## config.mk

```make
export PLATFORM = sky130hd
export DESIGN_NAME = spi_register_fifo_port
export DESIGN_NICKNAME = d
export VERILOG_FILES = /design/src/logic/spi_fifo_port_pkg.sv /design/src/logic/spi_register_fifo_port.sv
export SDC_FILE = /design/constraint.sdc
export NUM_CORES = 2
export LEC_CHECK = 0
export ABC_AREA = 1
export BUFFER_PORTS_ARGS = -buffer_cell sky130_fd_sc_hd__buf_4
export CAP_MARGIN = 20
export CORE_MARGIN = 3
export CORE_UTILIZATION = 36
export CTS_BUF_LIST = sky130_fd_sc_hd__clkbuf_8 sky130_fd_sc_hd__clkbuf_16
export CTS_CLUSTER_SIZE = 8
export DETAILED_ROUTE_END_ITERATION = 8
export PLACE_DENSITY_LB_ADDON = 0.08
export SYNTH_ARGS = -nofsm -noshare
export SYNTH_HDL_FRONTEND = slang
export SYNTH_SLANG_ARGS = --single-unit
export TNS_END_PERCENT = 10
```

## constraint.sdc

```tcl
create_clock -name ref_clk -period 5.51 [get_ports ref_clk]
set_clock_uncertainty 0.1 [all_clocks]
set_input_delay 0.551 -clock ref_clk [delete_from_list [all_inputs] [get_ports ref_clk]]
set_output_delay 0.551 -clock ref_clk [all_outputs]
set_load 0.02 [all_outputs]
```

## src/logic/spi_fifo_port_pkg.sv

```systemverilog
// Shared constants, types and field layout for the serial register port with receive queue
package spi_fifo_port_pkg;
  localparam int ADDR_W = 7;
  localparam int DATA_W = 8;
  localparam int QUEUE_DEPTH = 66;
  localparam int LEVEL_W = 7;
  localparam int NUM_REGS = 128;
  localparam logic [ADDR_W-1:0] QUEUE_ADDR = 7'h00;
  localparam logic [ADDR_W-1:0] FLAGS_ADDR = 7'h28;
  localparam logic [ADDR_W-1:0] THRESH_ADDR = 7'h3c;
  localparam logic [DATA_W-1:0] THRESH_RESET = 8'h0f;
  localparam logic [DATA_W-1:0] REG_RESET = 8'h00;
  localparam logic [DATA_W-1:0] EMPTY_READ = 8'h00;
  // Layout of the flags register
  localparam int FLAG_OVERRUN = 4;
  localparam int FLAG_LEVEL = 5;
  localparam int FLAG_NONEMPTY = 6;
  localparam int FLAG_FULL = 7;
  localparam int DIR_BIT = 7;
  localparam logic [2:0] LAST_BIT = 3'h7;
  localparam logic [2:0] FIRST_BIT = 3'h0;

  typedef enum logic [1:0] {MODE_SLEEP, MODE_STDBY, MODE_FS, MODE_RX} opMode_e;

  typedef struct packed {
    logic sck;
    logic nss;
    logic mosi;
  } spiPins_s;

  typedef struct packed {
    logic full;
    logic nonempty;
    logic level;
    logic overrun;
  } queueFlags_s;
endpackage

```

## src/logic/spi_register_fifo_port.sv

```systemverilog
// Serial register port, receive deserializer and byte queue
`timescale 1ns/1ps
`default_nettype none

module byte_queue #(
  parameter int WIDTH = 8,
  parameter int DEPTH = 4
) (
  input wire logic ref_clk, // System clock
  input wire logic rst, // Synchronous reset
  input wire logic clr, // Empty the queue
  input wire logic [WIDTH-1:0] inData, // Write data
  input wire logic inValid, // Write request
  output logic inReady, // Room for a write
  output logic [WIDTH-1:0] outData, // Head entry
  output logic outValid, // Head entry present
  input wire logic outReady, // Head consumed
  output logic [$clog2(DEPTH+1)-1:0] level // Entries held
);
  localparam int PTR_W = $clog2(DEPTH);
  localparam logic [PTR_W-1:0] LAST_PTR = PTR_W'(DEPTH - 1);
  localparam logic [$clog2(DEPTH+1)-1:0] FULL_LEVEL = ($clog2(DEPTH+1))'(DEPTH);
  logic [WIDTH-1:0] mem [DEPTH];
  logic [PTR_W-1:0] wrPtr_r;
  logic [PTR_W-1:0] rdPtr_r;
  logic [$clog2(DEPTH+1)-1:0] count_r;
  wire logic doPush;
  wire logic doPop;

  function automatic logic [PTR_W-1:0] bump(input logic [PTR_W-1:0] p);
    bump = (p == LAST_PTR) ? '0 : p + 1'b1;
  endfunction

  assign inReady = (count_r != FULL_LEVEL);
  assign outValid = (count_r != '0);
  assign outData = mem[rdPtr_r];
  assign level = count_r;
  assign doPush = inValid & inReady;
  assign doPop = outValid & outReady;

  always_ff @(posedge ref_clk)
  begin
    if (doPush)
      mem[wrPtr_r] <= inData;
  end

  always_ff @(posedge ref_clk)
  begin
    if (rst || clr)
    begin
      wrPtr_r <= '0;
      rdPtr_r <= '0;
      count_r <= '0;
    end
    else
    begin
      if (doPush)
        wrPtr_r <= bump(wrPtr_r);
      if (doPop)
        rdPtr_r <= bump(rdPtr_r);
      count_r <= count_r + {{($clog2(DEPTH+1)-1){1'b0}}, doPush} - {{($clog2(DEPTH+1)-1){1'b0}}, doPop};
    end
  end
endmodule

module spi_register_fifo_port
  import spi_fifo_port_pkg::*;
(
  input wire logic ref_clk, // 100 MHz system clock
  input wire logic rst, // Synchronous reset, active high
  input wire spiPins_s spiIn, // SCK, NSS and MOSI pins
  output logic miso, // Serial data to host
  output logic misoOe, // High while driving MISO
  input wire opMode_e opMode, // Operating mode of the receiver
  input wire logic packetMode, // 1 packet operation, 0 continuous
  input wire logic demodBit, // Demodulated bit
  input wire logic demodValid, // One-cycle strobe for demodBit
  output logic serialDataPin, // Live data in continuous operation
  output logic queueNonempty, // queue_nonempty
  output logic queueFull, // queue_full
  output logic queueOverrun, // queue_overrun
  output logic queueLevelFlag // queue_level_flag
);
  spiPins_s sync1_r;
  spiPins_s sync2_r;
  logic sckPrev_r;
  logic nssPrev_r;
  logic [DATA_W-1:0] regs [NUM_REGS];
  logic [DATA_W-2:0] rxShift_r;
  logic [2:0] bitCnt_r;
  logic inAddr_r;
  logic wnr_r;
  logic [ADDR_W-1:0] addr_r;
  logic [DATA_W-1:0] txShift_r;
  logic misoBit_r;
  logic popPend_r;
  logic nonemptyHold_r;
  logic [DATA_W-2:0] desShift_r;
  logic [2:0] desCnt_r;
  logic pushValid_r;
  logic [DATA_W-1:0] pushData_r;
  logic overrun_r;
  logic overrun_nxt;
  opMode_e prevMode_r;
  logic serialData_r;

  wire logic sckRise;
  wire logic sckFall;
  wire logic nssFall;
  wire logic frameOn;
  wire logic byteDone;
  wire logic [DATA_W-1:0] rxByte;
  wire logic [ADDR_W-1:0] nextAddr;
  wire logic dataWrite;
  wire logic overrunClr;
  wire logic enterRx;
  wire logic flush;
  wire logic collect;
  wire logic desDone;
  wire logic pushReady;
  wire logic [DATA_W-1:0] headData;
  wire logic headValid;
  wire logic popNow;
  wire logic [LEVEL_W-1:0] queueLevel;
  wire logic [LEVEL_W-1:0] threshold;
  wire queueFlags_s flags;
  wire logic [DATA_W-1:0] loadByte;

  // Edges are found only after the two-stage synchroniser
  assign sckRise = sync2_r.sck & ~sckPrev_r;
  assign sckFall = ~sync2_r.sck & sckPrev_r;
  assign nssFall = ~sync2_r.nss & nssPrev_r;
  assign frameOn = ~sync2_r.nss;
  assign byteDone = frameOn & sckRise & (bitCnt_r == LAST_BIT);
  assign rxByte = {rxShift_r, sync2_r.mosi};
  // Queue address is sticky, every other address walks upward
  assign nextAddr = inAddr_r ? rxByte[ADDR_W-1:0] :
    (addr_r == QUEUE_ADDR) ? addr_r : addr_r + 1'b1;
  assign dataWrite = byteDone & ~inAddr_r & wnr_r;
  assign overrunClr = dataWrite & (addr_r == FLAGS_ADDR) & rxByte[FLAG_OVERRUN];
  assign enterRx = (opMode == MODE_RX) &
    ((prevMode_r == MODE_SLEEP) | (prevMode_r == MODE_STDBY));
  assign flush = overrunClr | enterRx;
  assign collect = demodValid & packetMode & (opMode == MODE_RX);
  assign desDone = collect & (desCnt_r == LAST_BIT);
  // Pop only once the host clocks in the first bit of the byte, so a frame ended at a byte boundary loses nothing
  assign popNow = frameOn & sckRise & popPend_r;
  assign threshold = regs[THRESH_ADDR][LEVEL_W-1:0];
  assign flags.full = ~pushReady;
  assign flags.nonempty = nonemptyHold_r;
  assign flags.level = queueLevel > threshold;
  assign flags.overrun = overrun_r;
  assign overrun_nxt = (pushValid_r & ~pushReady) | (overrun_r & ~overrunClr);

  // Value presented for the byte that follows; an empty queue yields a filler byte
  function automatic logic [DATA_W-1:0] readValue(input logic [ADDR_W-1:0] a,
                                                  input queueFlags_s f,
                                                  input logic [DATA_W-1:0] r,
                                                  input logic [DATA_W-1:0] head,
                                                  input logic hv);
    if (a == QUEUE_ADDR)
      readValue = hv ? head : EMPTY_READ;
    else if (a == FLAGS_ADDR)
      readValue = {f, 4'h0};
    else
      readValue = r;
  endfunction

  // Old content of the next register is loaded before any write lands
  assign loadByte = readValue(nextAddr, flags, regs[nextAddr], headData, headValid);

  byte_queue #(
    .WIDTH(DATA_W),
    .DEPTH(QUEUE_DEPTH)
  ) rxQueue (
    .ref_clk(ref_clk),
    .rst(rst),
    .clr(flush),
    .inData(pushData_r),
    .inValid(pushValid_r),
    .inReady(pushReady),
    .outData(headData),
    .outValid(headValid),
    .outReady(popNow),
    .level(queueLevel)
  );

  always_ff @(posedge ref_clk)
  begin
    if (rst)
    begin
      sync1_r <= '{sck: 1'b0, nss: 1'b1, mosi: 1'b0};
      sync2_r <= '{sck: 1'b0, nss: 1'b1, mosi: 1'b0};
      sckPrev_r <= 1'b0;
      nssPrev_r <= 1'b1;
    end
    else
    begin
      sync1_r <= spiIn;
      sync2_r <= sync1_r;
      sckPrev_r <= sync2_r.sck;
      nssPrev_r <= sync2_r.nss;
    end
  end

  // Serial engine: slave only, sample on rise, shift out on fall
  always_ff @(posedge ref_clk)
  begin
    if (rst || !frameOn)
    begin
      bitCnt_r <= FIRST_BIT;
      inAddr_r <= 1'b1;
      rxShift_r <= '0;
      txShift_r <= '0;
      popPend_r <= 1'b0;
      if (rst)
      begin
        wnr_r <= 1'b0;
        addr_r <= QUEUE_ADDR;
        misoBit_r <= 1'b0;
      end
    end
    else
    begin
      if (sckRise)
      begin
        rxShift_r <= rxByte[DATA_W-2:0];
        bitCnt_r <= bitCnt_r + 1'b1;
        popPend_r <= 1'b0;
      end
      if (byteDone)
      begin
        inAddr_r <= 1'b0;
        addr_r <= nextAddr;
        txShift_r <= loadByte;
        popPend_r <= (nextAddr == QUEUE_ADDR) & (inAddr_r ? ~rxByte[DIR_BIT] : ~wnr_r) &
          headValid;
        if (inAddr_r)
          wnr_r <= rxByte[DIR_BIT];
      end
      else if (sckFall)
      begin
        misoBit_r <= txShift_r[DATA_W-1];
        txShift_r <= {txShift_r[DATA_W-2:0], 1'b0};
      end
    end
  end

  assign miso = misoBit_r;
  assign misoOe = frameOn;

  // Register file; queue and flags addresses are not plain storage
  always_ff @(posedge ref_clk)
  begin
    if (rst)
    begin
      for (int i = 0; i < NUM_REGS; i++)
        regs[i] <= (ADDR_W'(i) == THRESH_ADDR) ? THRESH_RESET : REG_RESET;
    end
    else if (dataWrite && addr_r != QUEUE_ADDR && addr_r != FLAGS_ADDR)
      regs[addr_r] <= rxByte;
  end

  // Deserializer, MSB first, plus status and mode tracking
  always_ff @(posedge ref_clk)
  begin
    if (rst)
    begin
      desShift_r <= '0;
      desCnt_r <= FIRST_BIT;
      pushValid_r <= 1'b0;
      pushData_r <= '0;
      overrun_r <= 1'b0;
      prevMode_r <= MODE_SLEEP;
      nonemptyHold_r <= 1'b0;
      serialData_r <= 1'b0;
    end
    else
    begin
      prevMode_r <= opMode;
      overrun_r <= overrun_nxt;
      pushValid_r <= desDone & ~flush;
      if (desDone)
        pushData_r <= {desShift_r, demodBit};
      if (flush)
        desCnt_r <= FIRST_BIT;
      else if (collect)
      begin
        desShift_r <= {desShift_r[DATA_W-3:0], demodBit};
        desCnt_r <= desCnt_r + 1'b1;
      end
      // Held through a frame so a started read is never cut short
      if (!frameOn || nssFall)
        nonemptyHold_r <= headValid;
      if (demodValid && !packetMode && opMode == MODE_RX)
        serialData_r <= demodBit;
    end
  end

  assign serialDataPin = serialData_r;
  assign queueNonempty = nonemptyHold_r;
  assign queueFull = flags.full;
  assign queueOverrun = overrun_r;
  assign queueLevelFlag = flags.level;
endmodule

`default_nettype wire

```

; Word level (Yosys, flattened, before mapping)
; Memory sizes are Yosys's and may differ from the RTL's. A register that Yosys moved wholly into a read port is not among the register bits.
; Cells that the tools add are included.
[totals]
memories = 2
ff_bits = 82
output_inout_bits = 7
inputBits = 10
elab_cells = 140
ramBits = 1552
[op_classes]
add_sub_neg = 7
bitwise_logic = 33
n_reduce_logical = 24
n_lt_le_gt_ge = 1
mux = 34
eq_ne = 12
[memory_table]
columns = name, depth, width, rd, rd_clocked_by_memory_dff, wr, line_no
row1 = regs, 128, 8, 2, 0, 128, spi_register_fifo_port.sv:88  ; logic [DATA_W-1:0] regs [NUM_REGS];
row2 = rxQueue.mem, 66, 8, 1, 1, 1, spi_register_fifo_port.sv:23  ; logic [WIDTH-1:0] mem [DEPTH];
[op_table]
columns = cell, count
row1 = two-way mux 7 bit, 10
row2 = two-way mux 8 bit, 6
row3 = "adder 7 x 1 -> 7 bit, second input constant", 3
row4 = bitwise AND 1 bit, 21
row5 = two-way mux 1 bit, 18
row6 = "equality test 7 x 6 -> 1 bit, second input constant", 2
row7 = "equality test 7 bit, second input constant", 2
row8 = zero test 7 bit, 2
row9 = nonzero test 7 bit, 2
row10 = nonzero test 2 bit, 5
row11 = inverter 1 bit, 9
row12 = OR reduction 8 bit, 1
row13 = adder 7 x 1 -> 7 bit, 1
row14 = > comparator 7 bit, 1
row15 = "inequality test 7 x 6 -> 1 bit, second input constant", 1
row16 = "inequality test 7 bit, second input constant", 1
row17 = subtractor 7 x 1 -> 7 bit, 1
row18 = "adder 3 x 1 -> 3 bit, second input constant", 2
row19 = "equality test 3 bit, second input constant", 2
row20 = AND reduction 3 bit, 2
row21 = logical AND 1 bit, 4
row22 = AND reduction 2 bit, 2
row23 = logical OR 1 bit, 3
row24 = OR 1 bit, 3
row25 = other kinds (7), 7

; Logic depth before layout (Yosys ltp)
[logic_depth]
ltp_word = 13
depth_mapped = 25
ltp_nobuf = 23

; Hierarchy
; From an unflattened synthesis, not the netlist that was laid out.
[hier_totals]
cells_unflattened = 7391
hier_area_um2 = 73013.8
[modules_own_cells]
columns = mod, area_each_um2, cells_per_inst, seq_area_each_um2, n_inst
row1 = spi_register_fifo_port, 50150.6, 5371, 32040.7, 1
row2 = byte_queue, 22863.2, 2020, 16415.7, 1

; Worst setup path after synthesis
; OpenSTA, ideal clock, no wires.
[synth_timing]
kind = register to register
start = register rxQueue.count_r[5] (netlist: rxQueue.level[5])
end = register rxQueue.count_r[6] (netlist: rxQueue.level[6])
path_stages_with_launch = 18
n_path_buf = 0
setup_time_ns = 0.122
required_ns = 5.288
slack_ns = 2.179
period_less_slack_ns = 3.331
t_arrival_ns = 3.108
cell_sequence = dfxtp_1 inv_1 ha_1 inv_1 nor4_1 inv_1 nand2_1 inv_1 ha_1 fa_1 nand2_1 a21oi_1 nor2_1 nor2_1 nor2_1 o21bai_1 o21ai_0 a21oi_1
[synth_between]
elab_chain_cells = 4
word_cells_on_any_way = 6
cone_classes = add/sub (2) / eq/ne (1) / bitwise (2) / reduce/logical (1)
[synth_rtl]
columns = item, line_no
row1 = "start, declared", spi_register_fifo_port.sv:26  ; logic [$clog2(DEPTH+1)-1:0] count_r;
row2 = "start signal, assigned", spi_register_fifo_port.sv:61  ; count_r <= count_r + {{($clog2(DEPTH+1)-1){1'b0}}, doPush} - {{($clog2(DEPTH+1)-1){1'b0}}, doPop};
row3 = inequality test 7 bit, spi_register_fifo_port.sv:34  ; assign inReady = (count_r != FULL_LEVEL);
row4 = bitwise AND 1 bit, spi_register_fifo_port.sv:38  ; assign doPush = inValid & inReady;
row5 = named net rxQueue.doPush, spi_register_fifo_port.sv:27  ; wire logic doPush;
row6 = adder 7 x 1 -> 7 bit, spi_register_fifo_port.sv:61
row7 = subtractor 7 x 1 -> 7 bit, spi_register_fifo_port.sv:61
; The timed path passes the listed nets, and every way through them passes these cells.
; A chain may end at the register's enable or synchronous reset.

; Final worst setup path
[layout_timing]
start = register addr_r[1]
end = register txShift_r[2]
[layout_between]
elab_chain_cells = 7
word_cells_on_any_way = 10
cone_classes = add/sub (1) / eq/ne (1) / mux (5) / reduce/logical (2) / memory (1)
[layout_rtl]
columns = item, line_no
row1 = "start, declared", spi_register_fifo_port.sv:93  ; logic [ADDR_W-1:0] addr_r;
row2 = "start signal, assigned", spi_register_fifo_port.sv:234  ; addr_r <= nextAddr;
row3 = adder 7 x 1 -> 7 bit or zero test 7 bit (tied branches), spi_register_fifo_port.sv:138  ; (addr_r == QUEUE_ADDR) ? addr_r : addr_r + 1'b1;
row4 = two-way mux 7 bit (*), spi_register_fifo_port.sv:138
row5 = two-way mux 7 bit (*), spi_register_fifo_port.sv:137  ; assign nextAddr = inAddr_r ? rxByte[ADDR_W-1:0] :
row6 = memory (128 x 8 bit) or equality test 7 x 6 -> 1 bit (tied branches), --
row7 = two-way mux 8 bit, spi_register_fifo_port.sv:163  ; else if (a == FLAGS_ADDR)
row8 = two-way mux 8 bit (*), spi_register_fifo_port.sv:161  ; if (a == QUEUE_ADDR)
row9 = two-way mux 8 bit (*), spi_register_fifo_port.sv:231  ; if (byteDone)
row10 = "end signal, assigned", spi_register_fifo_port.sv:235  ; txShift_r <= loadByte;
row11 = "end signal, assigned", spi_register_fifo_port.sv:244  ; txShift_r <= {txShift_r[DATA_W-2:0], 1'b0};
row12 = "end, declared", spi_register_fifo_port.sv:94  ; logic [DATA_W-1:0] txShift_r;
; Every way passes the cells marked *; elsewhere a longest branch is shown, timed or not.

==> results.cfg <==
[clocking]
root_buffer = clkbuf_16
clk_pin_slew_ns = 0.06
cts.sinks = 1640
htreeDepth = 4
post_cts_resized = 0
cts.path.max_buffers = 3
cts-buffers-inserted = 223
cts_tree = done
clk_latency_ns = 0.87

[sta]
drv_slew = 0
finalHoldViolCount = 0
tightest_slew_ns = 1.140
finalSetupViolCount = 0
period_share = 0.8973
timing.final.crit_period_ns = 4.944
rsz0062_at_grt = no
relSlewSlack = 0.2373
max_freq_mhz = 202.3
finalSetupTns_ns = 0

[worst_hold_path]
whs_path_depth = 6
hold_path.class = input port to flop
holdPathEnd = desCnt_r[2]$_SDFFE_PP0P_
min_from = demodValid

[finish]
regArea_um2 = 48480
areaGrowthSynthToFinish_pct = 12.57
nets = 7063
drive_gt1_frac = 0.06292
fin_util = 0.4081
fillers = 19460
multiInputGateArea_um2 = 20510

[die]
dieArea_um2 = 206900
core_um2 = 200100
row_count = 164
io_pins = 17
chipWidth_um = 454.9
start_util = 0.3625
die_h_um = 454.9

[yosys]
synthSimpleGateAreaFrac = 0.2077
syn_area_um2 = 72530
seq_area_frac_synth = 0.6681
postSynthCellCount = 7116
synthTopCellsByArea = edfxtp_1 (65%), nor2_1 (7.9%), nand2_1 (7.6%), nand3_1 (4.0%), o21ai_0 (3.0%)
async_reset_ff_frac = 0
synth_seq_cells = 1640
yosys_warnings = 0
ys_top_cells_by_count = edfxtp_1 (1,561), nor2_1 (1,528), nand2_1 (1,464), nand3_1 (578), o21ai_0 (429)
synthAdderAreaFrac = 0.004761
synthMuxAreaShare = 0
ys.flop_type = edfxtp_1
synth_compound_area_frac = 0.06766
synth_top_family_by_area = simple AND/OR/NAND/NOR gates
synth_edf_count = 1561
syn_area_per_cell_um2 = 10.19
synth_nets = 7153
yosys.area.top_type = edfxtp_1
yosysMostFrequentCell = edfxtp_1
synth_cell_types = 47
synth_top_area_share = 0.6463
synthXorXnorAreaFrac = 0.001087

[place]
post-dp-hpwl_um = 141000
portBuffers = 16
place.gp.congestion = 0.8241

[job]
cap_violations = 0

[drt]
wl_per_cell_um = 24.51
drc = 0
drtIter0Drc = 4638
drtAntennaViolNets = 0
routed-via-count = 51770
avgViaCountPerCell = 5.295
wirelength_um = 239600
first_pass_iters = 6

[critical_path]
path_class = flop to flop
start_kind = flop
critPathArrivalTime_ns = 5.62
reg2reg_depth = 24
crit_path_end_kind = flop
reg2reg_slack_ns = 0.57
path_max_fanout = 81
critPathMostFrequentCell = nand2_1
crit_path_top_delay_cell = edfxtp_1
r2r-end = txShift_r[2]$_SDFFE_PN0P_
r2r_start = addr_r[1]$_SDFFCE_PN0P_
critical_path_required_ns = 6.19
crit_chain = clkinv_1, ha_1, inv_1, nor2_1, nand3_1, nand2_1, nand3_4, nand2_8, clkinv_8, buf_12, buf_4, nand2_1, nand3_1, nand3_1, nand2_1, inv_1, nand4_1, nand3_1, nand3_1, nand2_1, nand2_1, nand2_1, nand2_1, a21oi_1
cpPeakStageDelay_ns = 0.45

[run_status]
status = completed

[pwr]
p_per_area_nw_per_um2 = 337.7
leakage_nw = 30.37
p_total_w = 0.02757
ir_worst_vdd_mv = 0.2594

[global_routing]
antenna_found_initial = 4
grt_first_pass_wirelength_um = 351100
grt_overflow = 0
grt_max_degree = 149
grt_pass1_vias = 50400
grt_usage = 0.2283
registers in the layout, summed over array words and instances, names as in the netlist, 2 cells and up, named ones only:
| signal | count |
|---|---|
| rxQueue.level | 7 |
| desCnt_r | 3 |
| addr_r | 7 |
| sync2_r | 2 |
| regs | 1024 |
| rxQueue.wrPtr_r | 7 |
| txShift_r | 8 |
| desShift_r | 7 |
| bitCnt_r | 3 |
| rxQueue.mem | 528 |
| sync1_r | 3 |
| rxQueue.rdPtr_r | 7 |
| rxShift_r | 7 |
| pushData_r | 8 |
layout make-up:
cell class                      instances  share of cell area
Multi-Input combinational cell       4595              0.2513
Tap cell                             2656             0.04070
Timing Repair Buffer                  153             0.01767
Inverter                              413             0.01988
Sequential cell                      1640              0.5938
Clock buffer                          224             0.06866
Antenna cell                            1          0.00003065
Clock inverter                         95            0.008046
cells in the final DEF (no fill, tap or decap), types with 17 or more instances in the layout:
cell type / Yosys / routed
a21oi_1: 199 / 199
edfxtp_1: 1561 / 1561
ha_1: 26 / 26
buf_4: 40 / 118
o21ai_0: 429 / 428
nand4_1: 32 / 32
nor2_1: 1528 / 1524
o211ai_1: 58 / 58
dfxtp_1: 79 / 68
nand3b_1: 52 / 52
clkbuf_16: 0 / 224
nand3_1: 578 / 578
nor3_1: 20 / 17
buf_12: 0 / 21
o221ai_1: 102 / 102
nand2_1: 1464 / 1463
o22ai_1: 29 / 29
inv_1: 398 / 468
logic make-up after synthesis:
family          after synthesis
fa+ha+maj                    27
xor+xnor                      9
buf+inv                     881
flops                      1640
simple gates               3706
compound gates              853
routing by layer:
| metal | global-route usage | vias to the layer above | routed length (um) |
|---|---|---|---|
| li1 | - | 24050 | - |
| met1 | 0.3064 | 25870 | 103700 |
| met2 | 0.3852 | 1511 | 117400 |
| met3 | 0.02870 | 336 | 11730 |
| met4 | 0.07179 | 0 | 6859 |
| met5 | 0 | - | 0 |
power breakdown:
part	leakage [nW]	switching (W)	internal, W	total (W)
combinational	10.4	0.000694	0.000224	0.000918
sequential	16.7	0.000107	0.0139	0.0141
clock	3.34	0.00538	0.00722	0.0126
critical path: cells and delay by family (launching register included):
kind | cells | cell delay, ns
DFF | 1 | 0.45
adders and majority gates | 1 | 0.20
AOI/OAI and AO/OA | 1 | 0.11
and+or+nand+nor | 16 | 2.42
buffers and inverters | 6 | 1.45
timing repair:
item | 4_1_cts | 5_1_grt
hold buffers | 12 | 0
buffers inserted | 0 | 0
hold endpoints to repair | 10 | 0
metrics by stage:
stage | std cells | hold slack (ns) | setup WS, ns | instance area [um2]
finish | 9777 | 0.1702 | 0.5658 | 81640
global route | 9777 | 0.1688 | 0.2905 | 81640
CTS | 9775 | 0.09898 | 0.5140 | 81630
detailed placement | 9444 | 0.2954 | 0.5523 | 75250
global placement | 9443 | 0.2965 | 0.4894 | 75240
floorplan | 7116 | 0.2883 | 2.179 | 72530
worst max-delay path by stage:
stage | from | depth (start not counted) | to | slack [ns]
floorplan | rxQueue.level[5]$_SDFF_PP0_ | 17 | rxQueue.level[6]$_SDFF_PP0_ | 2.18
global placement | addr_r[1]$_SDFFCE_PN0P_ | 24 | txShift_r[2]$_SDFFE_PN0P_ | 0.49
detailed placement | addr_r[1]$_SDFFCE_PN0P_ | 24 | txShift_r[2]$_SDFFE_PN0P_ | 0.55
CTS | addr_r[1]$_SDFFCE_PN0P_ | 24 | txShift_r[2]$_SDFFE_PN0P_ | 0.51
global route | addr_r[1]$_SDFFCE_PN0P_ | 24 | txShift_r[2]$_SDFFE_PN0P_ | 0.29
finish | addr_r[1]$_SDFFCE_PN0P_ | 24 | txShift_r[2]$_SDFFE_PN0P_ | 0.57
(Power assumes the default switching activity.)
